==> config.mk <==
export PLATFORM = sky130hd
export DESIGN_NAME = oag_core
export DESIGN_NICKNAME = d
export VERILOG_FILES = /design/src/include/oag_pkg.sv /design/src/core/oag_core.sv
export VERILOG_INCLUDE_DIRS = /design/src /design/src/include
export SDC_FILE = /design/constraint.sdc
export NUM_CORES = 1
export LEC_CHECK = 0
export ABC_AREA = 1
export BUFFER_PORTS_ARGS = -buffer_cell sky130_fd_sc_hd__buf_4
export CAP_MARGIN = 20
export CORE_MARGIN = 3
export CORE_UTILIZATION = 55
export CTS_CLUSTER_DIAMETER = 150
export CTS_CLUSTER_SIZE = 28
export DETAILED_ROUTE_END_ITERATION = 7
export HOLD_SLACK_MARGIN = 0.12
export PLACE_DENSITY = 0.79
export SLEW_MARGIN = 40
export SYNTH_ARGS = -nofsm -noshare
export SYNTH_HDL_FRONTEND = slang
export SYNTH_SLANG_ARGS = --single-unit
==> constraint.sdc <==
create_clock -name ref_clk -period 4.7 [get_ports ref_clk]
set_input_delay 0.705 -clock ref_clk [delete_from_list [all_inputs] [get_ports ref_clk]]
set_output_delay 0.705 -clock ref_clk [all_outputs]
set_load 0.1 [all_outputs]
==> src/include/oag_cfg.svh <==
`ifndef OAG_CFG_SVH
`define OAG_CFG_SVH
// ****************************************
// Address bases and field limits
// ****************************************
`define OAG_SFR_BASE 16'hFE00
`define OAG_RAMBIT_BASE 16'hFD00
`define OAG_SFRBIT_BASE 16'hFF00
`define OAG_GPR_MIN 8'hF0
`define OAG_SFRBIT_MIN 8'h80
`define OAG_OFF_MSB 13
`define OAG_SEL_LSB 14
`define OAG_DELTA_W 16'h0002
`define OAG_DELTA_B 16'h0001
`define OAG_PAGE_W 4
`endif

==> src/include/oag_pkg.sv <==
package oag_pkg;
  // ****************************************
  // Types
  // ****************************************
  typedef enum logic [3:0] {
    OAG_RW = 4'h0,
    OAG_RB = 4'h1,
    OAG_REG = 4'h2,
    OAG_BITOFF = 4'h3,
    OAG_BITADDR = 4'h4,
    OAG_MEM = 4'h5,
    OAG_IND = 4'h6,
    OAG_POSTINC = 4'h7,
    OAG_PREDEC = 4'h8,
    OAG_PLUSK = 4'h9
  } oag_mode_t;
  typedef enum logic [0:0] {
    OAG_IDLE = 1'b0,
    OAG_WAIT = 1'b1
  } oag_state_t;
  typedef struct packed {
    oag_mode_t mode;
    logic is_word;
    logic short2;
    logic [11:0] field;
    logic [15:0] const16;
  } oag_req_t;
  typedef struct packed {
    logic [17:0] addr;
    logic [3:0] bitpos;
    logic is_word;
  } oag_res_t;
endpackage : oag_pkg

==> src/core/oag_core.sv <==
`timescale 1ns/1ps
// Functional notes
// - Register fields are four bits, context relative
// - Short address is base plus scaled field
// - Direct 00h-EFh maps to FE00h plus twice
// - Direct special register: word or low byte
// - Direct F0h-FFh uses low nibble and context
// - Bit offset 00h-7Fh uses base FD00h
// - Bit offset 80h-EFh uses base FF00h
// - Bit offset F0h-FFh selects context word register
// - Bit operand: offset byte plus bit position
// - Long bits 15:14 pick a page pointer
// - Four pointer bits join fourteen offset bits
// - Segmentation off keeps only two pointer bits
// - Odd word access in long modes traps
// - Reset pointers give identity mapping
// - Pointer register at context plus twice index
// - Pre-decrement by one or two first
// - Post-increment by one or two afterwards
// - Constant added, pointer left unchanged
// - Indirect long address translated like direct
`include "oag_cfg.svh"
module oag_core #(
  parameter int DPP_W = 16
) (
  input wire logic ref_clk,
  input wire logic srst,
  input wire logic req_valid,
  input oag_pkg::oag_req_t req,
  input wire logic [15:0] context_pointer,
  input wire logic seg_dis,
  input wire logic ptr_rdata_valid,
  input wire logic [15:0] ptr_rdata,
  input wire logic dpp_we,
  input wire logic [1:0] dpp_sel,
  input wire logic [DPP_W-1:0] dpp_wdata,
  output logic req_ready_ff,
  output logic out_valid_ff,
  output oag_pkg::oag_res_t res_ff,
  output logic trap_ff,
  output logic ptr_rd_req_ff,
  output logic [15:0] ptr_addr_ff,
  output logic ptr_wr_en_ff,
  output logic [15:0] ptr_wr_data_ff
);
  import oag_pkg::*;

  if (DPP_W < `OAG_PAGE_W)
  begin : g_chk
    $error("DPP_W too narrow for page number");
  end

  // ****************************************
  // Functions
  // ****************************************
  function automatic logic [15:0] gpr_addr(logic [15:0] cp,
                                           logic [3:0] idx,
                                           logic w);
    gpr_addr = w ? cp + {11'h000, idx, 1'b0} : cp + {12'h000, idx};
  endfunction : gpr_addr

  function automatic logic [15:0] short_addr(oag_mode_t m,
                                             logic [7:0] f,
                                             logic [15:0] cp,
                                             logic w);
    logic [15:0] r;
    r = 16'h0000;
    unique case (m)
      OAG_RW: r = gpr_addr(cp, f[3:0], 1'b1);
      OAG_RB: r = gpr_addr(cp, f[3:0], 1'b0);
      OAG_REG:
      begin
        if (f < `OAG_GPR_MIN)
          r = `OAG_SFR_BASE + {7'h00, f, 1'b0};
        else
          r = gpr_addr(cp, f[3:0], w);
      end
      OAG_BITOFF, OAG_BITADDR:
      begin
        // Bit space is always word scaled
        if (f < `OAG_SFRBIT_MIN)
          r = `OAG_RAMBIT_BASE + {8'h00, f[6:0], 1'b0};
        else if (f < `OAG_GPR_MIN)
          r = `OAG_SFRBIT_BASE + {8'h00, f[6:0], 1'b0};
        else
          r = gpr_addr(cp, f[3:0], 1'b1);
      end
      default: r = 16'h0000;
    endcase
    short_addr = r;
  endfunction : short_addr

  function automatic logic [17:0] xlate(logic [15:0] la,
                                        logic [DPP_W-1:0] data_page_pointer,
                                        logic sd);
    logic [3:0] page;
    page = data_page_pointer[3:0];
    if (sd)
      page = {2'b00, data_page_pointer[1:0]};
    xlate = {page, la[`OAG_OFF_MSB:0]};
  endfunction : xlate

  // ****************************************
  // State
  // ****************************************
  oag_state_t state_ff;
  oag_state_t nxt_state;
  oag_req_t req_ff;
  logic [DPP_W-1:0] dpp_ff [4];
  logic accept;
  logic in_ind;
  logic fetch_done;
  logic [15:0] delta;
  logic [15:0] ptr_eff;
  logic [15:0] long_ind;
  logic [17:0] phys_ind;
  logic [17:0] phys_dir;
  logic dir_trap;
  logic ind_trap;
  logic [3:0] ptr_idx;

  assign accept = req_valid && req_ready_ff;
  assign in_ind = req.mode inside {OAG_IND, OAG_POSTINC, OAG_PREDEC,
                                   OAG_PLUSK};
  assign fetch_done = (state_ff == OAG_WAIT) && ptr_rdata_valid;
  // Restricted pointers only reach the first four word registers
  assign ptr_idx = req.short2 ? {2'b00, req.field[1:0]} : req.field[3:0];

  always_comb
  begin
    nxt_state = state_ff;
    unique case (state_ff)
      OAG_IDLE: if (accept && in_ind) nxt_state = OAG_WAIT;
      OAG_WAIT: if (ptr_rdata_valid) nxt_state = OAG_IDLE;
    endcase
  end

  always_ff @(posedge ref_clk)
  begin
    if (srst)
      state_ff <= OAG_IDLE;
    else
      state_ff <= nxt_state;
  end

  always_ff @(posedge ref_clk)
  begin
    if (srst)
      req_ready_ff <= 1'b0;
    else
      req_ready_ff <= (nxt_state == OAG_IDLE);
  end

  always_ff @(posedge ref_clk)
  begin
    if (srst)
      req_ff <= '0;
    else if (accept)
      req_ff <= req;
  end

  // ****************************************
  // Page pointers
  // ****************************************
  always_ff @(posedge ref_clk)
  begin
    if (srst)
    begin
      for (int i = 0; i < 4; i++)
        dpp_ff[i] <= DPP_W'(i);
    end
    else if (dpp_we)
      dpp_ff[dpp_sel] <= dpp_wdata;
  end

  // ****************************************
  // Address paths
  // ****************************************
  always_comb
  begin
    phys_dir = xlate(req.const16, dpp_ff[req.const16[15:`OAG_SEL_LSB]],
                     seg_dis);
    if (req.mode != OAG_MEM)
    begin
      if (req.mode == OAG_BITADDR)
        phys_dir = {2'b00, short_addr(req.mode, req.field[11:4],
                                      context_pointer, req.is_word)};
      else
        phys_dir = {2'b00, short_addr(req.mode, req.field[7:0],
                                      context_pointer, req.is_word)};
    end
  end
  assign dir_trap = (req.mode == OAG_MEM) && req.is_word
                    && req.const16[0];

  assign delta = req_ff.is_word ? `OAG_DELTA_W : `OAG_DELTA_B;
  assign ptr_eff = (req_ff.mode == OAG_PREDEC) ?
                   ptr_rdata - delta : ptr_rdata;
  assign long_ind = (req_ff.mode == OAG_PLUSK) ?
                    ptr_eff + req_ff.const16 : ptr_eff;
  assign phys_ind = xlate(long_ind,
                          dpp_ff[long_ind[15:`OAG_SEL_LSB]],
                          seg_dis);
  assign ind_trap = req_ff.is_word && long_ind[0];

  // ****************************************
  // Result and trap
  // ****************************************
  always_ff @(posedge ref_clk)
  begin
    if (srst)
    begin
      out_valid_ff <= 1'b0;
      trap_ff <= 1'b0;
      res_ff <= '0;
    end
    else
    begin
      out_valid_ff <= 1'b0;
      trap_ff <= 1'b0;
      if (accept && !in_ind)
      begin
        out_valid_ff <= !dir_trap;
        trap_ff <= dir_trap;
        res_ff.addr <= phys_dir;
        // Low byte only: an even word address for special register byte ops
        res_ff.is_word <= req.is_word;
        res_ff.bitpos <= (req.mode == OAG_BITADDR) ?
                         req.field[3:0] : 4'h0;
      end
      else if (fetch_done)
      begin
        out_valid_ff <= !ind_trap;
        trap_ff <= ind_trap;
        res_ff.addr <= phys_ind;
        res_ff.is_word <= req_ff.is_word;
        res_ff.bitpos <= 4'h0;
      end
    end
  end

  // ****************************************
  // Pointer fetch and writeback
  // ****************************************
  always_ff @(posedge ref_clk)
  begin
    if (srst)
    begin
      ptr_rd_req_ff <= 1'b0;
      ptr_addr_ff <= 16'h0000;
    end
    else
    begin
      ptr_rd_req_ff <= accept && in_ind;
      if (accept && in_ind)
        ptr_addr_ff <= gpr_addr(context_pointer, ptr_idx, 1'b1);
    end
  end

  always_ff @(posedge ref_clk)
  begin
    if (srst)
    begin
      ptr_wr_en_ff <= 1'b0;
      ptr_wr_data_ff <= 16'h0000;
    end
    else
    begin
      // A trapped access leaves the pointer untouched
      ptr_wr_en_ff <= fetch_done && !ind_trap
                      && (req_ff.mode inside {OAG_PREDEC,
                                              OAG_POSTINC});
      if (fetch_done)
        ptr_wr_data_ff <= (req_ff.mode == OAG_POSTINC) ?
                          ptr_rdata + delta : ptr_eff;
    end
  end
endmodule : oag_core

==> results of run 1 <==
## power by group through the flow
stage               Combinational, mW  Clock [mW]  Sequential, mW
floorplan                       0.431           0            1.10
global placement                0.837           0           0.946
detailed placement              0.847           0           0.946
CTS                             0.852       0.764           0.928
global route                    0.937       0.806           0.933
finish                          0.863       0.767           0.928
## worst max path at each step
stage / startpoint / to / slack, ps / depth (start not counted)
after floorplan: ptr_rdata[0] / res_ff[20]$_SDFFE_PP0P_ / 1130 / 26
after global placement: ptr_rdata[0] / res_ff[20]$_SDFFE_PP0P_ / 540 / 27
after detailed placement: ptr_rdata[0] / res_ff[20]$_SDFFE_PP0P_ / 470 / 26
after CTS: req_ff[29]$_SDFFE_PP0P_ / res_ff[20]$_SDFFE_PP0P_ / 770 / 25
after global routing: req_ff[29]$_SDFFE_PP0P_ / res_ff[20]$_SDFFE_PP0P_ / 260 / 25
final: req_ff[29]$_SDFFE_PP0P_ / res_ff[20]$_SDFFE_PP0P_ / 760 / 25
## critical path, delay by kind of cell, from the launching register on
family / cells / cell delay, ps
simple gates: 15 / 1580
fa+ha+maj: 3 / 930
buf+inv: 5 / 590
flops: 1 / 330
compound gates: 1 / 230
xor+xnor: 1 / 200
## flip-flops by register name, indices dropped and copies added (netlist names)
register	count
req_ff	21
req_ready_ff	1
ptr_addr_ff	16
ptr_wr_en_ff	1
ptr_rd_req_ff	1
res_ff	23
state_ff	1
dpp_ff	16
trap_ff	1
out_valid_ff	1
ptr_wr_data_ff	16
## layout make-up
cell class,instances,share of cell area [%]
clock buffers,9,2.229
clock inverters,7,0.8048
inverters,167,6.203
multi-input cells,1071,55.83
flip-flops and latches,98,21.00
well taps,211,2.612
repair buffers,152,11.33
## kinds of logic (layout without fill, tap and decap cells)
logic type,after synthesis,in the layout,share of synthesized area [%]
AOI/OAI and AO/OA,271,271,17.40
xor gates and xnor gates,44,44,4.470
adders and majority gates,46,46,7.285
buffers and inverters,213,335,9.955
DFF,98,98,24.61
and+or+nand+nor,710,710,36.28
## routing by layer
metal / vias up / global-route usage [%] / part of all wire (%)
met5: - / 0 / 0
met2: 482 / 57.81 / 47
li1: 4795 / - / -
met3: 79 / 5.666 / 7.6
met1: 4555 / 43.77 / 41
met4: 0 / 14.35 / 4.2
## layout by cell type, fill, tap and decap left out, drive strengths merged
| master | n |
|---|---|
| o21ai | 128 |
| nor2 | 151 |
| o2bb2ai | 1 |
| edfxtp | 16 |
| a221oi | 5 |
| a31oi | 11 |
| xnor2 | 7 |
| nor3 | 17 |
| fa | 7 |
| a21oi | 94 |
| a22oi | 2 |
| or2 | 5 |
| o211ai | 12 |
| nor4 | 3 |
| nor2b | 1 |
| buf | 152 |
| o2111ai | 7 |
| nand3 | 142 |
| and2 | 2 |
| clkinv | 9 |
| nand2 | 364 |
| xor2 | 37 |
| clkbuf | 9 |
| and3 | 2 |
| o31ai | 1 |
| nand3b | 10 |
| o221ai | 7 |
| inv | 165 |
| ha | 39 |
| o22ai | 1 |
| o21a | 1 |
| nand4 | 13 |
| a211oi | 1 |
| dfxtp | 82 |
## metrics by stage
| stage | hold WS, ps | total power, mW | cells |
|---|---|---|---|
| 5_1_grt | 499.0 | 2.676 | 1715 |
| 2_1_floorplan | 457.5 | 1.531 | 1382 |
| 4_1_cts | 473.3 | 2.544 | 1714 |
| 3_5_place_dp | 460.4 | 1.793 | 1698 |
| 3_3_place_gp | 451.9 | 1.783 | 1698 |
| 6_report | 471.5 | 2.559 | 1715 |
==> out/metrics.cfg, run 1 <==
[synth]
synth_common_cells=nand2_1 (357), inv_1 (154), nand3_1 (139)
synth_edf_count=16
synth_async_sr_flop_share_pct=0
synth_cells=1382
ys_ff_latch=98
synthFlopType=dfxtp_1
synth_warnings=0
seq_area_frac_synth_pct=24.61
synth_top_cell_by_area=dfxtp_1
syn_area_per_cell_sq_um=6.239
synth_fp_nets=1518
synthesis.area_sq_um=8622
yosysMostFrequentCell=nand2_1
yosys-top-cells-area=dfxtp_1 (19%), nand2_1 (16%), nand3_1 (8.1%), o21ai_0 (6.8%), inv_1 (6.7%)
synth_cell_type_count=51
synth_top_cell_area_share_pct=19.04

[setup_path]
criticalPathCategory=flip-flop to flip-flop
crit_fanout=9
critPathSlowestCell=fa_1
arrival_ps=4200
required_ps=4960
r2r_setup_slack_ps=760
slowest_delay_ps=380
crit_top_cell=nand2_1
setup.worst_path.start_class=flip-flop
critPathCaptureType=flip-flop
r2r_start=req_ff[29]$_SDFFE_PP0P_
reg2reg_depth=25
r2r-end=res_ff[20]$_SDFFE_PP0P_

[global_routing]
grt_max_degree=57
grt_pass1_wl_um=48180
grtUsageTotal_pct=34.33
grt_pass1_vias=9129
antenna_found_initial=0
gr-total-overflow=0

[hold_path]
hold_start=ptr_wr_data_ff[8]$_SDFFE_PP0P_
min-delay-path-class=flip-flop to flip-flop
hold_depth=2
min_to=ptr_wr_data_ff[8]$_SDFFE_PP0P_

[clocking]
cts_resized=0
cts.sinks=98
cts_buffer_depth=2
postCtsHoldBufs=0
path_clk_slew_ps=80
numCtsBuffers=9
cts_tree=yes
htreeDepth=3
cts_setup_buffers=0
cts_root_buf=clkbuf_16
insertion_delay_ps=360

[placement]
gp_congestion=1.033
place_area_sq_um=9788
hpwl_um=23810
numPortBuffers=137
dp_worst_setup_slack_ps=467.9

[final_layout]
areaGrowthSynthToFinish_pct=17.21
antenna_cells=0
final_nets=1635
drive_gt1_share_pct=14.36
multi_input_area_sq_um=5642
nFillCells=1472
stdcell_area_sq_um=10110
finish.utilization_pct=66.23
register_area_sq_um=2122

[routing]
firstDrtPassIters=6
antenna_left=0
wl_per_cell_um=17.73
vias_per_cell=5.779
dr_total_vias=9911
drc_errors=0
drt_iter0_drc=873
routed_wl_um=30410

[power_and_ir_drop]
internal_power_mw=1.536
ir_drop_v=0.0001827
netSwitchingPower_mw=1.023
power.share.clock_pct=30.0
seqPwrFrac_pct=36.3
p_leak_nw=5.018
powerDensity_nw_per_um2=253.2
pwr-share-comb_pct=33.7
switching_share_pct=39.99

[floorplanning]
initial_core_util_pct=56.51
core_area_sq_um=15260
ios=150
fp.dieArea_sq_um=17210
num_rows=45
die_h_um=131.2
die_w_um=131.2

[sta]
setup_viol=0
final_max_slew_viol_count=0
max_slew_margin_pct=47.90
worstMarginPinSlew_ps=780.6
layout_min_cycle_time_ps=3937
fin_setup_tns_ps=0
fin_ws_ps=763.0
rsz0062_at_grt=false
period_share_pct=83.77
skew_ps=18.10
hold_viol_final=0
fmaxAchievable_mhz=254.0

[status]
outcome=finished, final reports clean

[flow_run]
drv_cap=0

(Power assumes the default switching activity.)
==> run 2: changes to the inputs <==
--- a/config.mk
+++ b/config.mk
@@ -6,7 +6,7 @@
 export SDC_FILE = /design/constraint.sdc
 export NUM_CORES = 1
 export LEC_CHECK = 0
-export ABC_AREA = 1
+export ABC_AREA = 0
 export BUFFER_PORTS_ARGS = -buffer_cell sky130_fd_sc_hd__buf_4
 export CAP_MARGIN = 20
 export CORE_MARGIN = 3
==> constraint.sdc (replaced) <==
create_clock -name ref_clk -period 3.8 [get_ports ref_clk]
set_input_delay 0.57 -clock ref_clk [delete_from_list [all_inputs] [get_ports ref_clk]]
set_output_delay 0.57 -clock ref_clk [all_outputs]
set_load 0.1 [all_outputs]
==> run 2 against run 1 <==
Against the previous run:
- the run now ends with setup timing left
- routed wire length is 11% lower
- die area down 8.8%
- via count down 13%
- global-route usage fell by 1.1 points
- highest routed layer unchanged
- synthesized cell count shrank 27%
- power grew 22%
- largest cell class unchanged
- register-to-register slack lost 1200 ps
- sequential share of layout area down 0.22 points
- synthesized area fell by 9.2%
- final cell count decreased by 20%
==> out/metrics.cfg, run 2 <==
[routing]
vias_per_cell=6.285
routed_wl_um=27100
drc_errors=0
firstDrtPassIters=5
antenna_left=0
wl_per_cell_um=19.82
dr_total_vias=8591
drt_iter0_drc=850

[synth]
yosysMostFrequentCell=nand2_1
yosys-top-cells-area=dfxtp_1 (21%), a21oi_1 (6.4%), ha_1 (6.2%), edfxtp_1 (6.1%), nand2_1 (6.0%)
synth_fp_nets=1145
synthesis.area_sq_um=7826
synth-compound-area-share_pct=25.95
synth_warnings=0
synth_cell_type_count=69
synth_common_cells=nand2_1 (126), a21oi_1 (100), nor2_1 (87)
synth_top_cell_by_area=dfxtp_1
synthFlopType=dfxtp_1
seq_area_frac_synth_pct=27.11
syn_area_per_cell_sq_um=7.756
synth_async_sr_flop_share_pct=0
synth_top_family_by_area=compound AO/OA/AOI/OAI gates
muxShareOfSynthArea_pct=3.181
synth_cells=1009
synth_top_cell_area_share_pct=20.98
yosys.area_share.simple_pct=22.61
synth_edf_count=16
synth_xor_area_share_pct=8.969
ys_ff_latch=98
synthAdderAreaFrac_pct=8.026

[setup_path]
arrival_ps=4440
reg2reg_depth=15
r2r_setup_slack_ps=-390
required_ps=4050
critPathSlowestCell=or4b_4
slowest_delay_ps=560
cp.buffers_inverters=1
r2r_start=req_ff[30]$_SDFFE_PP0P_
cp_cell_sequence=or4b_4, or4_4, or3_4, xnor2_2, ha_4, o21ai_1, a21boi_2, o221ai_4, a2111o_1, o21ai_2, xnor2_4, buf_12, mux2_2, nand3_1, a31oi_1
r2r-end=res_ff[20]$_SDFFE_PP0P_
critPathCaptureType=flip-flop
criticalPathCategory=flip-flop to flip-flop
crit_fanout=7
setup.worst_path.start_class=flip-flop
cp_top_family=simple AND/OR/NAND/NOR gates

[placement]
gp_congestion=1.058
hpwl_um=20250
place_area_sq_um=9543
dp_worst_setup_slack_ps=-570.0
numPortBuffers=137

[clocking]
postCtsHoldBufs=0
numCtsBuffers=9
path_clk_slew_ps=80
cts_tree=yes
cts_buffer_depth=2
htreeDepth=3
cts.sinks=98
cts_root_buf=clkbuf_16
insertion_delay_ps=360

[global_routing]
grt_pass1_wl_um=42430
grtUsageTotal_pct=33.23
grt_max_degree=90
gr-total-overflow=0
antenna_found_initial=0
grt_pass1_vias=8109

[sta]
hold_viol_final=0
fmaxAchievable_mhz=238.8
layout_min_cycle_time_ps=4188
rsz0062_at_grt=true
final_max_slew_viol_count=0
period_share_pct=110.2
fin_ws_ps=-388.1
worstMarginPinSlew_ps=836.3
setup_viol=9
hold_slack_ps=453.4
skew_ps=9.920
max_slew_margin_pct=42.81

[final_layout]
drive_gt1_share_pct=26.95
final_cell_mix=buf_4 (230), nand2_1 (123), a21oi_1 (93)
areaGrowthSynthToFinish_pct=30.55
reg_top3=res_ff x23, req_ff x21
regMostFlops=res_ff
final_nets=1322
nFillCells=1031
stdcell_area_sq_um=10220
largest_reg_flops=23
finish.utilization_pct=75.36
final_common_cell=buf_4
antenna_cells=0

[power_and_ir_drop]
ir_drop_v=0.0002261
p_total_mw=3.115
powerDensity_nw_per_um2=304.8
p_leak_nw=4.111

[hold_path]
min-delay-path-class=flip-flop to flip-flop
hold_start=ptr_wr_data_ff[10]$_SDFFE_PP0P_
min_to=ptr_wr_data_ff[10]$_SDFFE_PP0P_
hold_depth=2

[floorplanning]
ios=150
initial_core_util_pct=57.72
fp.dieArea_sq_um=15700
die_w_um=125.3
num_rows=42
core_area_sq_um=13560
die_h_um=125.3

[status]
outcome=complete, but fails checks
violations=setup timing

[flow_run]
drv_cap=0

[run 2: cell types whose count changed in the layout (fill, tap and decap cells not counted), sizes merged, moves of 64 or more]
| cell | change |
|---|---|
| buf | +81 |
| inv | -144 |
| nand2 | -238 |
| nand3 | -118 |
| nor2 | -64 |
| o21ai | -65 |
[run 2: area by class of cell]
type | instances | area [sq um] | area share [%]
Clock buffer | 9 | 225.2 | 2.204
Clock inverter | 7 | 93.84 | 0.9184
Inverter | 17 | 63.81 | 0.6245
Multi-Input combinational cell | 827 | 5722 | 56.00
Sequential cell | 98 | 2123 | 20.78
Tap cell | 176 | 220.2 | 2.155
Timing Repair Buffer | 233 | 1769 | 17.32
[run 2: how the worst max path moves through the flow]
| stage | to | cells after the start | from |
|---|---|---|---|
| floorplan | res_ff[21]$_SDFFE_PP0P_ | 16 | req_ff[30]$_SDFFE_PP0P_ |
| global placement | res_ff[19]$_SDFFE_PP0P_ | 16 | ptr_rdata[1] |
| detailed placement | res_ff[20]$_SDFFE_PP0P_ | 17 | ptr_rdata[1] |
| CTS | res_ff[21]$_SDFFE_PP0P_ | 14 | req_ff[30]$_SDFFE_PP0P_ |
| global route | res_ff[20]$_SDFFE_PP0P_ | 19 | req_ff[29]$_SDFFE_PP0P_ |
| finish | res_ff[20]$_SDFFE_PP0P_ | 15 | req_ff[30]$_SDFFE_PP0P_ |
[run 2: power by group]
part	total (mW)	internal, mW	switching, mW
logic	0.991	0.371	0.620
clock network	0.990	0.531	0.460
registers	1.13	1.10	0.0316
[run 2: stage by stage]
stage,cells,TNS [ps]
detailed placement,1340,-3184
CTS,1361,-1589
global placement,1340,-2665
global route,1367,-3283
floorplan,1009,-1615
finish,1367,-1806
[run 2: timing repair]
item	CTS	global route
endpoints found under the setup margin	8	11
cloned	0	0
setup buffers	5	6
pin swaps	11	16
resized for setup	20	28
hold endpoints to repair	0	0
[run 2: routing by layer]
layer  wire (um)  share of wire, %  up-vias  GRT usage (%)
met5           0                 0        -              0
met4        1023               3.8        0          12.82
met3        2380               8.8       83          6.567
met2       12690                47      458          53.91
met1       11000                41     4010          43.85
li1            -                 -     4040              -
[run 2: cell families (layout without fill, tap and decap cells)]
| logic type | Yosys count | in the layout |
|---|---|---|
| xor+xnor | 78 | 78 |
| simple gates | 367 | 367 |
| mux | 18 | 18 |
| fa+ha+maj | 46 | 46 |
| flops | 98 | 98 |
| buf+inv | 84 | 266 |
| compound gates | 318 | 318 |
[run 2: worst min-delay path, cell delays in order, from the launching register on]
cell and delay (ps):
dfxtp_1 310, nand2_1 50, a21oi_1 50
